**src/design/adcs_pkg.sv**
```systemverilog
`default_nettype none
package adcs_pkg;

  // ------------------------------------------------------------
  // clocking
  // ------------------------------------------------------------
  localparam int MCLK_HZ = 100_000_000;
  localparam int OSC_HZ  = 1_000_000;
  localparam int OSC_DIV = MCLK_HZ / OSC_HZ;
  localparam int MOD_DIV = 4;
  localparam int SCLK_LOW_TIMEOUT_US = 30800;
  // longest time: rounds down
  localparam int SCLK_LOW_TIMEOUT_CYC =
    SCLK_LOW_TIMEOUT_US * (MCLK_HZ / 1_000_000);

  // ------------------------------------------------------------
  // serial frame and configuration word
  // ------------------------------------------------------------
  localparam int FRAME_BITS = 16;
  localparam int RES_BITS   = 12;
  localparam int RATE_BITS  = 3;
  localparam int LEN_BITS   = 11;

  typedef struct packed {
    logic       startSs;
    logic [2:0] inSel;
    logic [2:0] spare0;
    logic       oneShot;
    logic [2:0] rate;
    logic [4:0] spare1;
  } adcs_cfg_t;

  localparam logic [15:0] CFG_RESET = 16'h0180;

  typedef struct packed {
    logic [1:0] posIdx;
    logic [1:0] negIdx;
    logic       negToGnd;
  } adcs_mux_t;

  typedef enum logic {
    CONV_DOWN,
    CONV_RUN
  } adcs_conv_t;

  // modulator ticks per conversion, per rate code
  localparam logic [LEN_BITS-1:0] CONV_LEN_0 = 11'h7A1;
  localparam logic [LEN_BITS-1:0] CONV_LEN_1 = 11'h3E8;
  localparam logic [LEN_BITS-1:0] CONV_LEN_2 = 11'h1FE;
  localparam logic [LEN_BITS-1:0] CONV_LEN_3 = 11'h10F;
  localparam logic [LEN_BITS-1:0] CONV_LEN_4 = 11'h09C;
  localparam logic [LEN_BITS-1:0] CONV_LEN_5 = 11'h068;
  localparam logic [LEN_BITS-1:0] CONV_LEN_6 = 11'h04B;

  function automatic logic [LEN_BITS-1:0] convLen(
    input logic [RATE_BITS-1:0] code);
    unique case (code)
      3'h0:    convLen = CONV_LEN_0;
      3'h1:    convLen = CONV_LEN_1;
      3'h2:    convLen = CONV_LEN_2;
      3'h3:    convLen = CONV_LEN_3;
      3'h4:    convLen = CONV_LEN_4;
      3'h5:    convLen = CONV_LEN_5;
      default: convLen = CONV_LEN_6;
    endcase
  endfunction

endpackage
`default_nettype wire

```
**src/design/adcs_ctrl.sv**
```systemverilog
// Summary of operation
// - sclk held low beyond the timeout drops any partial serial frame.
// - with select tied low, frames are counted in 16-bit units alone.
// - a single shot converts once, stores the result, then powers down.
// - continuous mode restarts a conversion as soon as one completes.
// - each conversion lasts the modulator ticks chosen by the rate code.
// - a read returns the last completed result, never a partial one.
// - the 3-bit input select picks single, differential or vs-input-3.
// - single-ended selections tie the converter negative input to ground.
// - single-ended results below zero are clamped to code zero.
// - the modulator clock is the 1 MHz oscillator divided by four.
// - serial output floats while select is high, drives while low.
// - serial input is sampled on each falling sclk edge.
// - serial output changes after a rising sclk edge mid-frame, and flags new data between frames.
// - the mode bit picks single shot at 1, continuous at 0; 1 at reset.
// - start bit powers up and runs one conversion, ignored while busy.
`default_nettype none
module adcs_ctrl
  import adcs_pkg::*;
#(
  parameter int TIMEOUT_CYC = adcs_pkg::SCLK_LOW_TIMEOUT_CYC,
  parameter int FIFO_DEPTH  = 16
) (
  // clock and reset
  input  wire logic                       mclk,
  input  wire logic                       arst_n,
  // serial port
  input  wire logic                       sclk,
  input  wire logic                       csN,
  input  wire logic                       din,
  output var  logic                       serialOutReady,
  output var  logic                       serialOutReadyOe,
  // sample stream from the modulator filter
  input  wire logic                       smpValid,
  input  wire logic [adcs_pkg::RES_BITS-1:0] smpData,
  output var  logic                       smpReady,
  // analog control and status
  output var  adcs_pkg::adcs_mux_t        muxSel,
  output var  logic                       modClk,
  output var  logic                       powerDown,
  output var  logic                       dataNew
);
  import adcs_pkg::*;

  localparam int TW = $clog2(TIMEOUT_CYC + 1);
  localparam logic [TW-1:0] TIMEOUT_LAST = TW'(TIMEOUT_CYC);
  localparam logic [4:0]    FRAME_LAST   = 5'(FRAME_BITS - 1);

  // ------------------------------------------------------------
  // modulator clock and sample buffer
  // ------------------------------------------------------------
  logic                modTick;
  logic                fifoValid;
  logic [RES_BITS-1:0] fifoData;
  logic                fifoPop;

  adcs_rate_gen #(
    .OSC_DIV (OSC_DIV),
    .MOD_DIV (MOD_DIV)
  ) u_rate (
    .mclk    (mclk),
    .arst_n  (arst_n),
    .modTick (modTick),
    .modClk  (modClk)
  );

  adcs_fifo #(
    .WIDTH (RES_BITS),
    .DEPTH (FIFO_DEPTH)
  ) u_fifo (
    .mclk    (mclk),
    .arst_n  (arst_n),
    .wrValid (smpValid),
    .wrData  (smpData),
    .wrReady (smpReady),
    .rdValid (fifoValid),
    .rdData  (fifoData),
    .rdReady (fifoPop)
  );

  // ------------------------------------------------------------
  // serial port
  // ------------------------------------------------------------
  logic                  sclkPrev_q, sclkPrev_d;
  logic [4:0]            bitCnt_q, bitCnt_d;
  logic                  midFrame_q, midFrame_d;
  logic [FRAME_BITS-1:0] shIn_q, shIn_d;
  logic [FRAME_BITS-1:0] shOut_q, shOut_d;
  logic                  sdo_q, sdo_d;
  logic                  sdoOe_q, sdoOe_d;
  logic [TW-1:0]         lowCnt_q, lowCnt_d;
  logic                  frameDone;
  logic                  sclkRise, sclkFall, timedOut;
  logic [RES_BITS-1:0]   result_q;
  logic                  dataNew_q;

  always_comb begin
    sclkPrev_d = sclk;
    sclkRise   = ~sclkPrev_q & sclk;
    sclkFall   = sclkPrev_q & ~sclk;
    lowCnt_d   = lowCnt_q;
    if (sclk) begin
      lowCnt_d = '0;
    end else if (lowCnt_q != TIMEOUT_LAST) begin
      lowCnt_d = lowCnt_q + 1'b1;
    end
    timedOut   = ~sclk && (lowCnt_q == TIMEOUT_LAST);
    bitCnt_d   = bitCnt_q;
    midFrame_d = midFrame_q;
    shIn_d     = shIn_q;
    shOut_d    = shOut_q;
    sdo_d      = sdo_q;
    sdoOe_d    = ~csN;
    frameDone  = 1'b0;
    if (csN || timedOut) begin
      // select high or stuck clock: abandon the frame
      bitCnt_d   = '0;
      midFrame_d = 1'b0;
    end else begin
      if (sclkRise) begin
        midFrame_d = 1'b1;
        if (!midFrame_q) begin
          // snapshot of the stored result for the whole frame
          shOut_d = {result_q, 4'h0} << 1;
          sdo_d   = result_q[RES_BITS-1];
        end else begin
          shOut_d = shOut_q << 1;
          sdo_d   = shOut_q[FRAME_BITS-1];
        end
      end
      if (sclkFall) begin
        shIn_d   = {shIn_q[FRAME_BITS-2:0], din};
        bitCnt_d = bitCnt_q + 1'b1;
        if (bitCnt_q == FRAME_LAST) begin
          // bit count alone ends the frame when select stays low
          bitCnt_d   = '0;
          midFrame_d = 1'b0;
          frameDone  = 1'b1;
        end
      end
    end
    // between frames the output line flags fresh data, low = ready
    if (!midFrame_d) begin
      sdo_d = ~(dataNew_q & ~frameDone);
    end
  end

  always_ff @(posedge mclk or negedge arst_n) begin
    if (!arst_n) begin
      sclkPrev_q <= 1'b0;
      bitCnt_q   <= '0;
      midFrame_q <= 1'b0;
      shIn_q     <= '0;
      shOut_q    <= '0;
      sdo_q      <= 1'b1;
      sdoOe_q    <= 1'b0;
      lowCnt_q   <= '0;
    end else begin
      sclkPrev_q <= sclkPrev_d;
      bitCnt_q   <= bitCnt_d;
      midFrame_q <= midFrame_d;
      shIn_q     <= shIn_d;
      shOut_q    <= shOut_d;
      sdo_q      <= sdo_d;
      sdoOe_q    <= sdoOe_d;
      lowCnt_q   <= lowCnt_d;
    end
  end

  // ------------------------------------------------------------
  // configuration
  // ------------------------------------------------------------
  adcs_cfg_t cfg_q, cfg_d, cfgIn;
  logic      startReq;

  always_comb begin
    cfgIn    = adcs_cfg_t'(shIn_d);
    cfg_d    = cfg_q;
    startReq = 1'b0;
    if (frameDone) begin
      cfg_d         = cfgIn;
      cfg_d.startSs = 1'b0;
      startReq      = cfgIn.startSs;
    end
  end

  always_ff @(posedge mclk or negedge arst_n) begin
    if (!arst_n) begin
      cfg_q <= adcs_cfg_t'(CFG_RESET);
    end else begin
      cfg_q <= cfg_d;
    end
  end

  // ------------------------------------------------------------
  // input multiplexer
  // ------------------------------------------------------------
  adcs_mux_t mux_q, mux_d;

  always_comb begin
    mux_d = '{posIdx: 2'h0, negIdx: 2'h1, negToGnd: 1'b0};
    unique case (cfg_q.inSel)
      3'h0: mux_d = '{posIdx: 2'h0, negIdx: 2'h1, negToGnd: 1'b0};
      3'h1: mux_d = '{posIdx: 2'h0, negIdx: 2'h3, negToGnd: 1'b0};
      3'h2: mux_d = '{posIdx: 2'h1, negIdx: 2'h3, negToGnd: 1'b0};
      3'h3: mux_d = '{posIdx: 2'h2, negIdx: 2'h3, negToGnd: 1'b0};
      3'h4: mux_d = '{posIdx: 2'h0, negIdx: 2'h0, negToGnd: 1'b1};
      3'h5: mux_d = '{posIdx: 2'h1, negIdx: 2'h0, negToGnd: 1'b1};
      3'h6: mux_d = '{posIdx: 2'h2, negIdx: 2'h0, negToGnd: 1'b1};
      3'h7: mux_d = '{posIdx: 2'h3, negIdx: 2'h0, negToGnd: 1'b1};
    endcase
  end

  always_ff @(posedge mclk or negedge arst_n) begin
    if (!arst_n) begin
      mux_q <= '{posIdx: 2'h0, negIdx: 2'h1, negToGnd: 1'b0};
    end else begin
      mux_q <= mux_d;
    end
  end

  // ------------------------------------------------------------
  // conversion sequencer
  // ------------------------------------------------------------
  adcs_conv_t          st_q, st_d;
  logic [LEN_BITS-1:0] convCnt_q, convCnt_d;
  logic [RES_BITS-1:0] lastSmp_q, lastSmp_d;
  logic [RES_BITS-1:0] result_d, finalSmp;
  logic                dataNew_d, convEnd;
  logic                powerDown_q, powerDown_d;

  always_comb begin
    st_d      = st_q;
    convCnt_d = convCnt_q;
    lastSmp_d = lastSmp_q;
    result_d  = result_q;
    dataNew_d = dataNew_q;
    convEnd   = 1'b0;
    // samples drain only while converting; the buffer backs up otherwise
    fifoPop   = (st_q == CONV_RUN) && modTick;
    finalSmp  = (fifoPop && fifoValid) ? fifoData : lastSmp_q;
    unique case (st_q)
      CONV_DOWN: begin
        if (!cfg_q.oneShot || startReq) begin
          st_d      = CONV_RUN;
          convCnt_d = '0;
        end
      end
      CONV_RUN: begin
        if (fifoPop) begin
          lastSmp_d = finalSmp;
          convCnt_d = convCnt_q + 1'b1;
          if (convCnt_q >= convLen(cfg_q.rate) - 1'b1) begin
            convEnd   = 1'b1;
            convCnt_d = '0;
            if (cfg_q.oneShot) begin
              st_d = CONV_DOWN;
            end
          end
        end
      end
    endcase
    if (frameDone) begin
      dataNew_d = 1'b0;
    end
    if (convEnd) begin
      result_d  = finalSmp;
      if (mux_q.negToGnd && finalSmp[RES_BITS-1]) begin
        result_d = '0;
      end
      dataNew_d = 1'b1;
    end
    powerDown_d = (st_d == CONV_DOWN);
  end

  always_ff @(posedge mclk or negedge arst_n) begin
    if (!arst_n) begin
      st_q      <= CONV_DOWN;
      convCnt_q <= '0;
      lastSmp_q <= '0;
      result_q  <= '0;
      dataNew_q <= 1'b0;
      powerDown_q <= 1'b1;
    end else begin
      st_q      <= st_d;
      convCnt_q <= convCnt_d;
      lastSmp_q <= lastSmp_d;
      result_q  <= result_d;
      dataNew_q <= dataNew_d;
      powerDown_q <= powerDown_d;
    end
  end

  assign serialOutReady   = sdo_q;
  assign serialOutReadyOe = sdoOe_q;
  assign muxSel           = mux_q;
  assign powerDown        = powerDown_q;
  assign dataNew          = dataNew_q;

endmodule
`default_nettype wire

```
**src/design/adcs_fifo.sv**
```systemverilog
`default_nettype none
module adcs_fifo #(
  parameter int WIDTH = 12,
  parameter int DEPTH = 16
) (
  // clock and reset
  input  wire logic             mclk,
  input  wire logic             arst_n,
  // fill side
  input  wire logic             wrValid,
  input  wire logic [WIDTH-1:0] wrData,
  output var  logic             wrReady,
  // drain side
  output var  logic             rdValid,
  output var  logic [WIDTH-1:0] rdData,
  input  wire logic             rdReady
);
  localparam int AW = $clog2(DEPTH);

  logic [WIDTH-1:0] mem [DEPTH];
  logic [AW:0]      wPtr_q, wPtr_d, rPtr_q, rPtr_d;
  logic             push, pop;
  logic             notFull_q, notFull_d;

  always_comb begin
    // ready from a flop: full is worked out from the next pointers
    wrReady = notFull_q;
    rdValid = (wPtr_q != rPtr_q);
    rdData  = mem[rPtr_q[AW-1:0]];
    push    = wrValid & wrReady;
    pop     = rdValid & rdReady;
    wPtr_d  = push ? wPtr_q + 1'b1 : wPtr_q;
    rPtr_d  = pop ? rPtr_q + 1'b1 : rPtr_q;
    notFull_d = ~((wPtr_d[AW] != rPtr_d[AW]) &&
                  (wPtr_d[AW-1:0] == rPtr_d[AW-1:0]));
  end

  always_ff @(posedge mclk or negedge arst_n) begin
    if (!arst_n) begin
      wPtr_q <= '0;
      rPtr_q <= '0;
      notFull_q <= 1'b1;
    end else begin
      wPtr_q <= wPtr_d;
      rPtr_q <= rPtr_d;
      notFull_q <= notFull_d;
    end
  end

  // storage carries no reset: only valid slots are ever read
  always_ff @(posedge mclk) begin
    if (push) begin
      mem[wPtr_q[AW-1:0]] <= wrData;
    end
  end

endmodule
`default_nettype wire

```
**src/design/adcs_rate_gen.sv**
```systemverilog
`default_nettype none
module adcs_rate_gen #(
  parameter int OSC_DIV = 100,
  parameter int MOD_DIV = 4
) (
  // clock and reset
  input  wire logic mclk,
  input  wire logic arst_n,
  // ticks
  output var  logic modTick,
  output var  logic modClk
);
  localparam int OW = $clog2(OSC_DIV);
  localparam int MW = $clog2(MOD_DIV);
  localparam logic [OW-1:0] OSC_LAST = OW'(OSC_DIV - 1);
  localparam logic [MW-1:0] MOD_LAST = MW'(MOD_DIV - 1);

  logic [OW-1:0] oscCnt_q, oscCnt_d;
  logic [MW-1:0] modCnt_q, modCnt_d;
  logic          tick_q, tick_d, clk_q, clk_d;

  always_comb begin
    oscCnt_d = (oscCnt_q == OSC_LAST) ? '0 : oscCnt_q + 1'b1;
    modCnt_d = modCnt_q;
    tick_d   = 1'b0;
    if (oscCnt_q == OSC_LAST) begin
      modCnt_d = (modCnt_q == MOD_LAST) ? '0 : modCnt_q + 1'b1;
      tick_d   = (modCnt_q == MOD_LAST);
    end
    // low half first, so the first half period after reset is full length
    clk_d = (modCnt_d >= MW'(MOD_DIV / 2));
  end

  always_ff @(posedge mclk or negedge arst_n) begin
    if (!arst_n) begin
      oscCnt_q <= '0;
      modCnt_q <= '0;
      tick_q   <= 1'b0;
      clk_q    <= 1'b0;
    end else begin
      oscCnt_q <= oscCnt_d;
      modCnt_q <= modCnt_d;
      tick_q   <= tick_d;
      clk_q    <= clk_d;
    end
  end

  assign modTick = tick_q;
  assign modClk  = clk_q;

endmodule
`default_nettype wire

```
**config.mk**
```make
export PLATFORM = sky130hd
export DESIGN_NAME = adcs_ctrl
export DESIGN_NICKNAME = d
export VERILOG_FILES = /design/src/design/adcs_pkg.sv /design/src/design/adcs_ctrl.sv /design/src/design/adcs_fifo.sv /design/src/design/adcs_rate_gen.sv
export SDC_FILE = /design/constraint.sdc
export NUM_CORES = 1
export LEC_CHECK = 0
export ABC_AREA = 1
export BUFFER_PORTS_ARGS = -buffer_cell sky130_fd_sc_hd__buf_4
export CAP_MARGIN = 20
export CORE_MARGIN = 1
export CORE_UTILIZATION = 45
export CTS_CLUSTER_DIAMETER = 80
export CTS_CLUSTER_SIZE = 14
export DETAILED_ROUTE_END_ITERATION = 8
export GPL_ROUTABILITY_DRIVEN = 0
export GPL_TIMING_DRIVEN = 0
export SLEW_MARGIN = 10
export SYNTH_ARGS = -nofsm -noshare
export SYNTH_HDL_FRONTEND = slang
export SYNTH_SLANG_ARGS = --single-unit
```
**constraint.sdc**
```tcl
create_clock -name mclk -period 3.8 [get_ports mclk]
set_clock_uncertainty 0.2 [all_clocks]
set_input_delay 0.38 -clock mclk [delete_from_list [all_inputs] [get_ports mclk]]
set_output_delay 0.38 -clock mclk [all_outputs]
set_load 0.05 [all_outputs]
```
* Yosys cells after proc, flatten, opt, wreduce, memory -nomap -nowiden
Memories as Yosys holds them, arrays and structs flattened. A register that Yosys moved wholly into a read port is not among the register bits.
Cells that the tools add are included.
** Word-level totals
- Memories kept :: 2
- Output and inout port bits :: 11
- Memory bits (read-only) :: 40
- Word-level logic and storage cells :: 133
- Register bits :: 130
- Input bits :: 18
- Bits in writable memories :: 192
** Memory list
- u_fifo.mem :: depth 16, bits a word 12, rd ports 1, clocked after memory_dff 0, write ports 1, RTL line adcs_fifo.sv:20 : logic [WIDTH-1:0] mem [DEPTH];
- (no name shown) :: depth 8, bits a word 5, rd ports 1, clocked after memory_dff 1, write ports 0, RTL line adcs_ctrl.sv:202 : unique case (cfg_q.inSel)
** Operators by class
- Reductions and logical operators :: 18
- Bitwise logic cells :: 14
- Equality and inequality tests :: 17
- $lt $le $gt $ge :: 2
- Multiplexer cells :: 47
- Add/subtract/negate cells :: 8
** Operators by type and width (number)
- 11-bit case mux with 6 select lines :: 1
- 11-bit 2-to-1 mux :: 5
- 16-bit 2-to-1 mux :: 3
- 22-bit 2-to-1 mux :: 2
- 5-bit 2-to-1 mux :: 5
- 1-bit 2-to-1 mux :: 24
- 12-bit 2-to-1 mux :: 2
- 22-bit by 1-bit adder with 22-bit output (second input constant) :: 1
- 22-bit == test (second input constant) :: 1
- 22-bit inequality test (second input constant) :: 1
- 11-bit case mux with 2 select lines :: 1
- 5-bit by 1-bit adder with 5-bit output (second input constant) :: 3
- 11-bit by 1-bit adder with 11-bit output (second input constant) :: 1
- 11-bit >= comparator :: 1
- 11-bit by 1-bit subtractor with 11-bit output (second input constant) :: 1
- 2-bit AND reduction :: 5
- 1-bit NOT :: 9
- 7-bit by 1-bit adder with 7-bit output (second input constant) :: 1
- 7-bit == test (second input constant) :: 1
- 7-bit 2-to-1 mux :: 1
- 3-bit by 2-bit == test with 1-bit output (second input constant) :: 2
- 3-bit == test (second input constant) :: 2
- 2-bit nonzero test :: 3
- 1-bit AND :: 5
- 16 further kinds :: 25

* Depth between registers and ports, before layout
- Depth after elaboration :: 10
- Gate-level depth with buffers :: 17

* Cells and area by module
From an unflattened synthesis, not the netlist that was laid out.
** Second synthesis, totals
- Cells, all modules :: 1350
- Area, all modules :: 13984.7 um2
** Modules (own cells, without submodules)
- adcs_fifo :: cells an instance 655, sequential area each 6042.0 um2, instances 1, area an instance 8215.4 um2
- adcs_ctrl :: cells an instance 642, sequential area each 2708.8 um2, instances 1, area an instance 5260.0 um2
- adcs_rate_gen :: cells an instance 53, sequential area each 275.3 um2, instances 1, area an instance 509.2 um2

* Least setup slack after synthesis
Ideal clock, no wire load.
- Kind :: reg2reg
- Start :: reg cfg_q[7] in the netlist's numbering
- End :: reg result_q[10]
- Path buffers :: 1
- Required time :: 3483 ps
- Stages on the path, launching flop included :: 16
- Arrival :: 2326 ps
- Setup slack :: 1158 ps
- Path through :: dfstp_2 -> nor2_1 -> inv_1 -> nor2_1 -> or2_2 -> ha_1 -> nand2_1 -> nor3_1 -> nand4_1 -> nand4_1 -> inv_2 -> nor2_8 -> inv_2 -> buf_4 -> nand2_1 -> nand2_1
** Between the ends
- Word-level cells in the longest chain between the ends :: 9
- Elaborated cells on any way between the ends :: 14
** Ends and longest elaborated chain
- start, declared :: RTL line adcs_ctrl.sv:173 : adcs_cfg_t cfg_q, cfg_d, cfgIn;
- start signal, assigned :: RTL line adcs_ctrl.sv:189 : cfg_q <= adcs_cfg_t'(CFG_RESET);
- start signal, assigned :: RTL line adcs_ctrl.sv:191 : cfg_q <= cfg_d;
- 3-bit == test (tied with other cells) :: RTL line adcs_pkg.sv:57 : unique case (code)
- 11-bit case mux with 6 select lines (*) :: RTL line adcs_pkg.sv:57
- 11-bit 2-to-1 mux (*) :: RTL line adcs_ctrl.sv:250 : if (fifoPop) begin
- 11-bit 2-to-1 mux (*) :: RTL line adcs_ctrl.sv:242 : unique case (st_q)
- 11-bit by 1-bit subtractor with 11-bit output (*) :: RTL line adcs_ctrl.sv:253 : if (convCnt_q >= convLen(cfg_q.rate) - 1'b1) begin
- 11-bit >= comparator (*) :: RTL line adcs_ctrl.sv:253
- 1-bit 2-to-1 mux (*) :: RTL line adcs_ctrl.sv:253
- 1-bit 2-to-1 mux (*) :: RTL line adcs_ctrl.sv:250
- 1-bit 2-to-1 mux (*) :: RTL line adcs_ctrl.sv:242
- end signal, assigned :: RTL line adcs_ctrl.sv:288 : result_q <= result_d;
- end, declared :: RTL line adcs_ctrl.sv:94 : logic [RES_BITS-1:0] result_q;
Mark *: on every way between the ends. The rest lies on a longest branch, timed or not. The select of a mux whose other input is x is not followed.
A chain may end at the register's enable or synchronous reset.

* Worst setup path after layout
- Start :: reg cfg_q[7] in the netlist's numbering
- End :: reg result_q[5]
The elaborated chain is that of the path after synthesis.

==> metrics.yaml <==
num_antenna_cells: 0
die-area_sq_um: 32600
dp.cells: 1818
synth_top_cell_by_area: "edfxtp_1"
fillers: 2767
path_cells: "nor2_1 > inv_1 > nor2_1 > or2_2 > ha_1 > nand2_1 > nor3_1 > nand4_1 > nand4_1 > inv_2 > nor2_8 > inv_2 > buf_4 > nand2_1 > nand2_1"
ys_seq_area_share_pct: 62.8
synth_cells: 1388
ctsResizeCount: 0
cts_tree: "yes"
cts_buffer_depth: 3
ys_top_cells_by_area: "edfxtp_1 40%, dfrtp_1 21%, nand2_1 6.4%"
grt_max_degree: 70
min_period_over_period_pct: 77.0
peakVddDrop_mv: 0.398
outcome: "complete, no violations"
crit_top_cell: "nand2_1"
die_h_um: 180
cpPeakStageDelay_ps: 590
dr.pass1.iters: 6
post_cts_buffers: 0
antenna_found_initial: 0
async_reset_ff_share_pct: 40.2
slew_violations: 0
critical_path.slowest_cell: "dfstp_2"
finalSetupTns_ps: 0
area_delta_synth_final_pct: 12.4
synth_top_area_share_pct: 40.2
crit_path_end_kind: "flip-flop"
fin_nets: 1507
drtIter0Drc: 967
cp_max_fo: 10
critPathBufInv: 4
crit_family: "simple AND/OR/NAND/NOR gates"
core_sq_um: 31000
synth_edf_count: 192
crit_arrival_ps: 3180
hold_path_class: "in -> reg"
critical_path_required_ps: 4050
rows: 64
ctsRootBufferMaster: "clkbuf_16"
postRouteWirelength_um: 33300
slew_headroom_pct: 26.4
htreeDepth: 1
clk_latency_ps: 560
initial_core_util_pct: 46.2
grt_usage_pct: 20.9
max_cap_viol_count: 0
yosysUniqueCellTypes: 51
grt_remaining_overflow: 0
drc: 0
vias: 9974
syn-mean-instance-area_sq_um: 10.3
wl_per_cell_um: 17.7
hold_viol: 0
fmax_mhz: 342
p_per_area_nw_per_um2: 462
synth.most_common_cell: "nand2_1"
syn_nets: 1428
via_per_inst: 5.29
antenna_left: 0
rsz0062_at_grt: "no"
layout_min_cycle_time_ps: 2920
worstMarginPinSlew_ps: 1100
port_buffers: 28
synth_flop_cell: "edfxtp_1"
synth_common_cells: "246 x nand2_1, 225 x nor2_1, 192 x edfxtp_1"
setup_violations: 0
ys_ff_latch: 321
critical_path_class: "reg -> reg"
grt_pass1_vias: 9529
die_w_um: 180
layout-drive-gt1-share_pct: 12.4
io_pins: 29
cts_inserted_buffers: 27
final_cells: 1884
netlist_area_sq_um: 14300
ys_warn_count: 0
start_kind: "flip-flop"
cts_sinks: 321
path_clk_slew_ps: 70
place_hpwl_um: 22200
leakagePower_uw: 0.00652
grt_pass1_wl_um: 53500
[kinds of logic after synthesis]
group	after synthesis	synth area share [%]
AOI/OAI and AO/OA	260	10.4
xor gates and xnor gates	11	0.725
adders and majority gates	22	1.92
buffers and inverters	165	5.34
DFF	321	62.8
and+or+nand+nor	609	18.8
[sequential cells by signal, indices dropped and copies added, names as in the netlist, 5 cells and up, named ones only]
register and flops:
shOut_q 11, lowCnt_q 22, muxSel 5, u_fifo.wPtr_q 5
result_q 12, lastSmp_q 12, cfg_q 7, u_rate.oscCnt_q 7
u_fifo.mem 192, shIn_q 16, u_fifo.rPtr_q 5, convCnt_q 11
bitCnt_q 5
[final cells by class]
type,instances,area (sq um),area share [%]
buffer,55,350,2.18
clock buffer,47,751,4.66
clock inverter,3,37.5,0.233
inverter,110,415,2.58
multi-input combinational,902,4590,28.5
sequential,321,9000,55.9
tap,396,495,3.08
timing repair buffer,50,462,2.87
[where the power goes]
group          internal [uW]  switching, uW  total (uW)  leakage (uW)
Sequential              4000            112        4110       0.00341
Combinational            195            503         698       0.00274
Clock                   1350           1270        2620      0.000377
Total                   5550           1890        7430       0.00652
[routing by layer]
layer | vias up | share of wire (%) | track usage [%]
met1 | 4772 | 47 | 30.5
met3 | 53 | 5.2 | 2.43
met2 | 259 | 45 | 33.1
met5 | - | 0 | 0
li1 | 4890 | - | -
met4 | 0 | 2.6 | 5.95
[through the flow]
step / util [%] / instance area, sq um / hold WS (ps) / total power, uW / worst slack, ps
finish: 52.0 / 16100 / 148 / 7430 / 875
floorplan: - / 14300 / -116 / 4570 / 1160
CTS: 52.0 / 16100 / 105 / 7490 / 860
global placement: 48.5 / 15000 / 203 / 4820 / 752
global route: 52.0 / 16100 / 166 / 7730 / 643
detailed placement: 48.9 / 15200 / 195 / 4870 / 891
[what timing repair did]
item,CTS,global route
hold endpoints to repair,262,0
setup endpoints to repair,0,0
hold buffers,16,0
[worst paths after layout]
check                              endpoint  slack, ps  startpoint  depth (start not counted)
max                             result_q[5]        880    cfg_q[7]                         15
min                        u_fifo.wPtr_q[0]        150    smpValid                          5
max reg2reg                     result_q[5]        880    cfg_q[7]                         15
min reg2reg                       muxSel[0]        210   cfg_q[14]                          0
max in group asynchronous      result_q[11]       2480      arst_n                          3
min in group asynchronous       lowCnt_q[4]        170      arst_n                          2
[tightest hold or removal path, cell delays in order]
cell and delay [ps]:
buf_4 70, nand2_1 150, nand2_1 110, nand2_1 80, inv_1 80
[layout by cell type, fill, tap and decap left out, types with 4 or more instances in the layout]
cell type	Yosys	layout
a22oi_1	6	6
xor2_1	8	8
dfrtp_1	123	123
ha_1	22	22
buf_6	10	15
o211ai_1	35	35
dlygate4sd3_1	0	16
nor2_2	5	16
clkbuf_1	15	35
nand4_1	14	14
nor3_1	20	20
dfstp_2	6	6
nand3b_1	5	5
inv_1	101	101
clkbuf_16	0	27
or2_2	4	4
buf_4	9	36
o22ai_1	7	7
nand3_2	19	19
a21oi_1	24	24
edfxtp_1	192	192
inv_2	7	7
nand2_2	5	5
buf_2	19	19
nand3_1	51	51
nor2_1	225	214
a21oi_2	11	11
nand2_1	246	246
o21ai_1	20	20
o21ai_0	144	144
No activity file was read; power rests on OpenSTA's default activity.
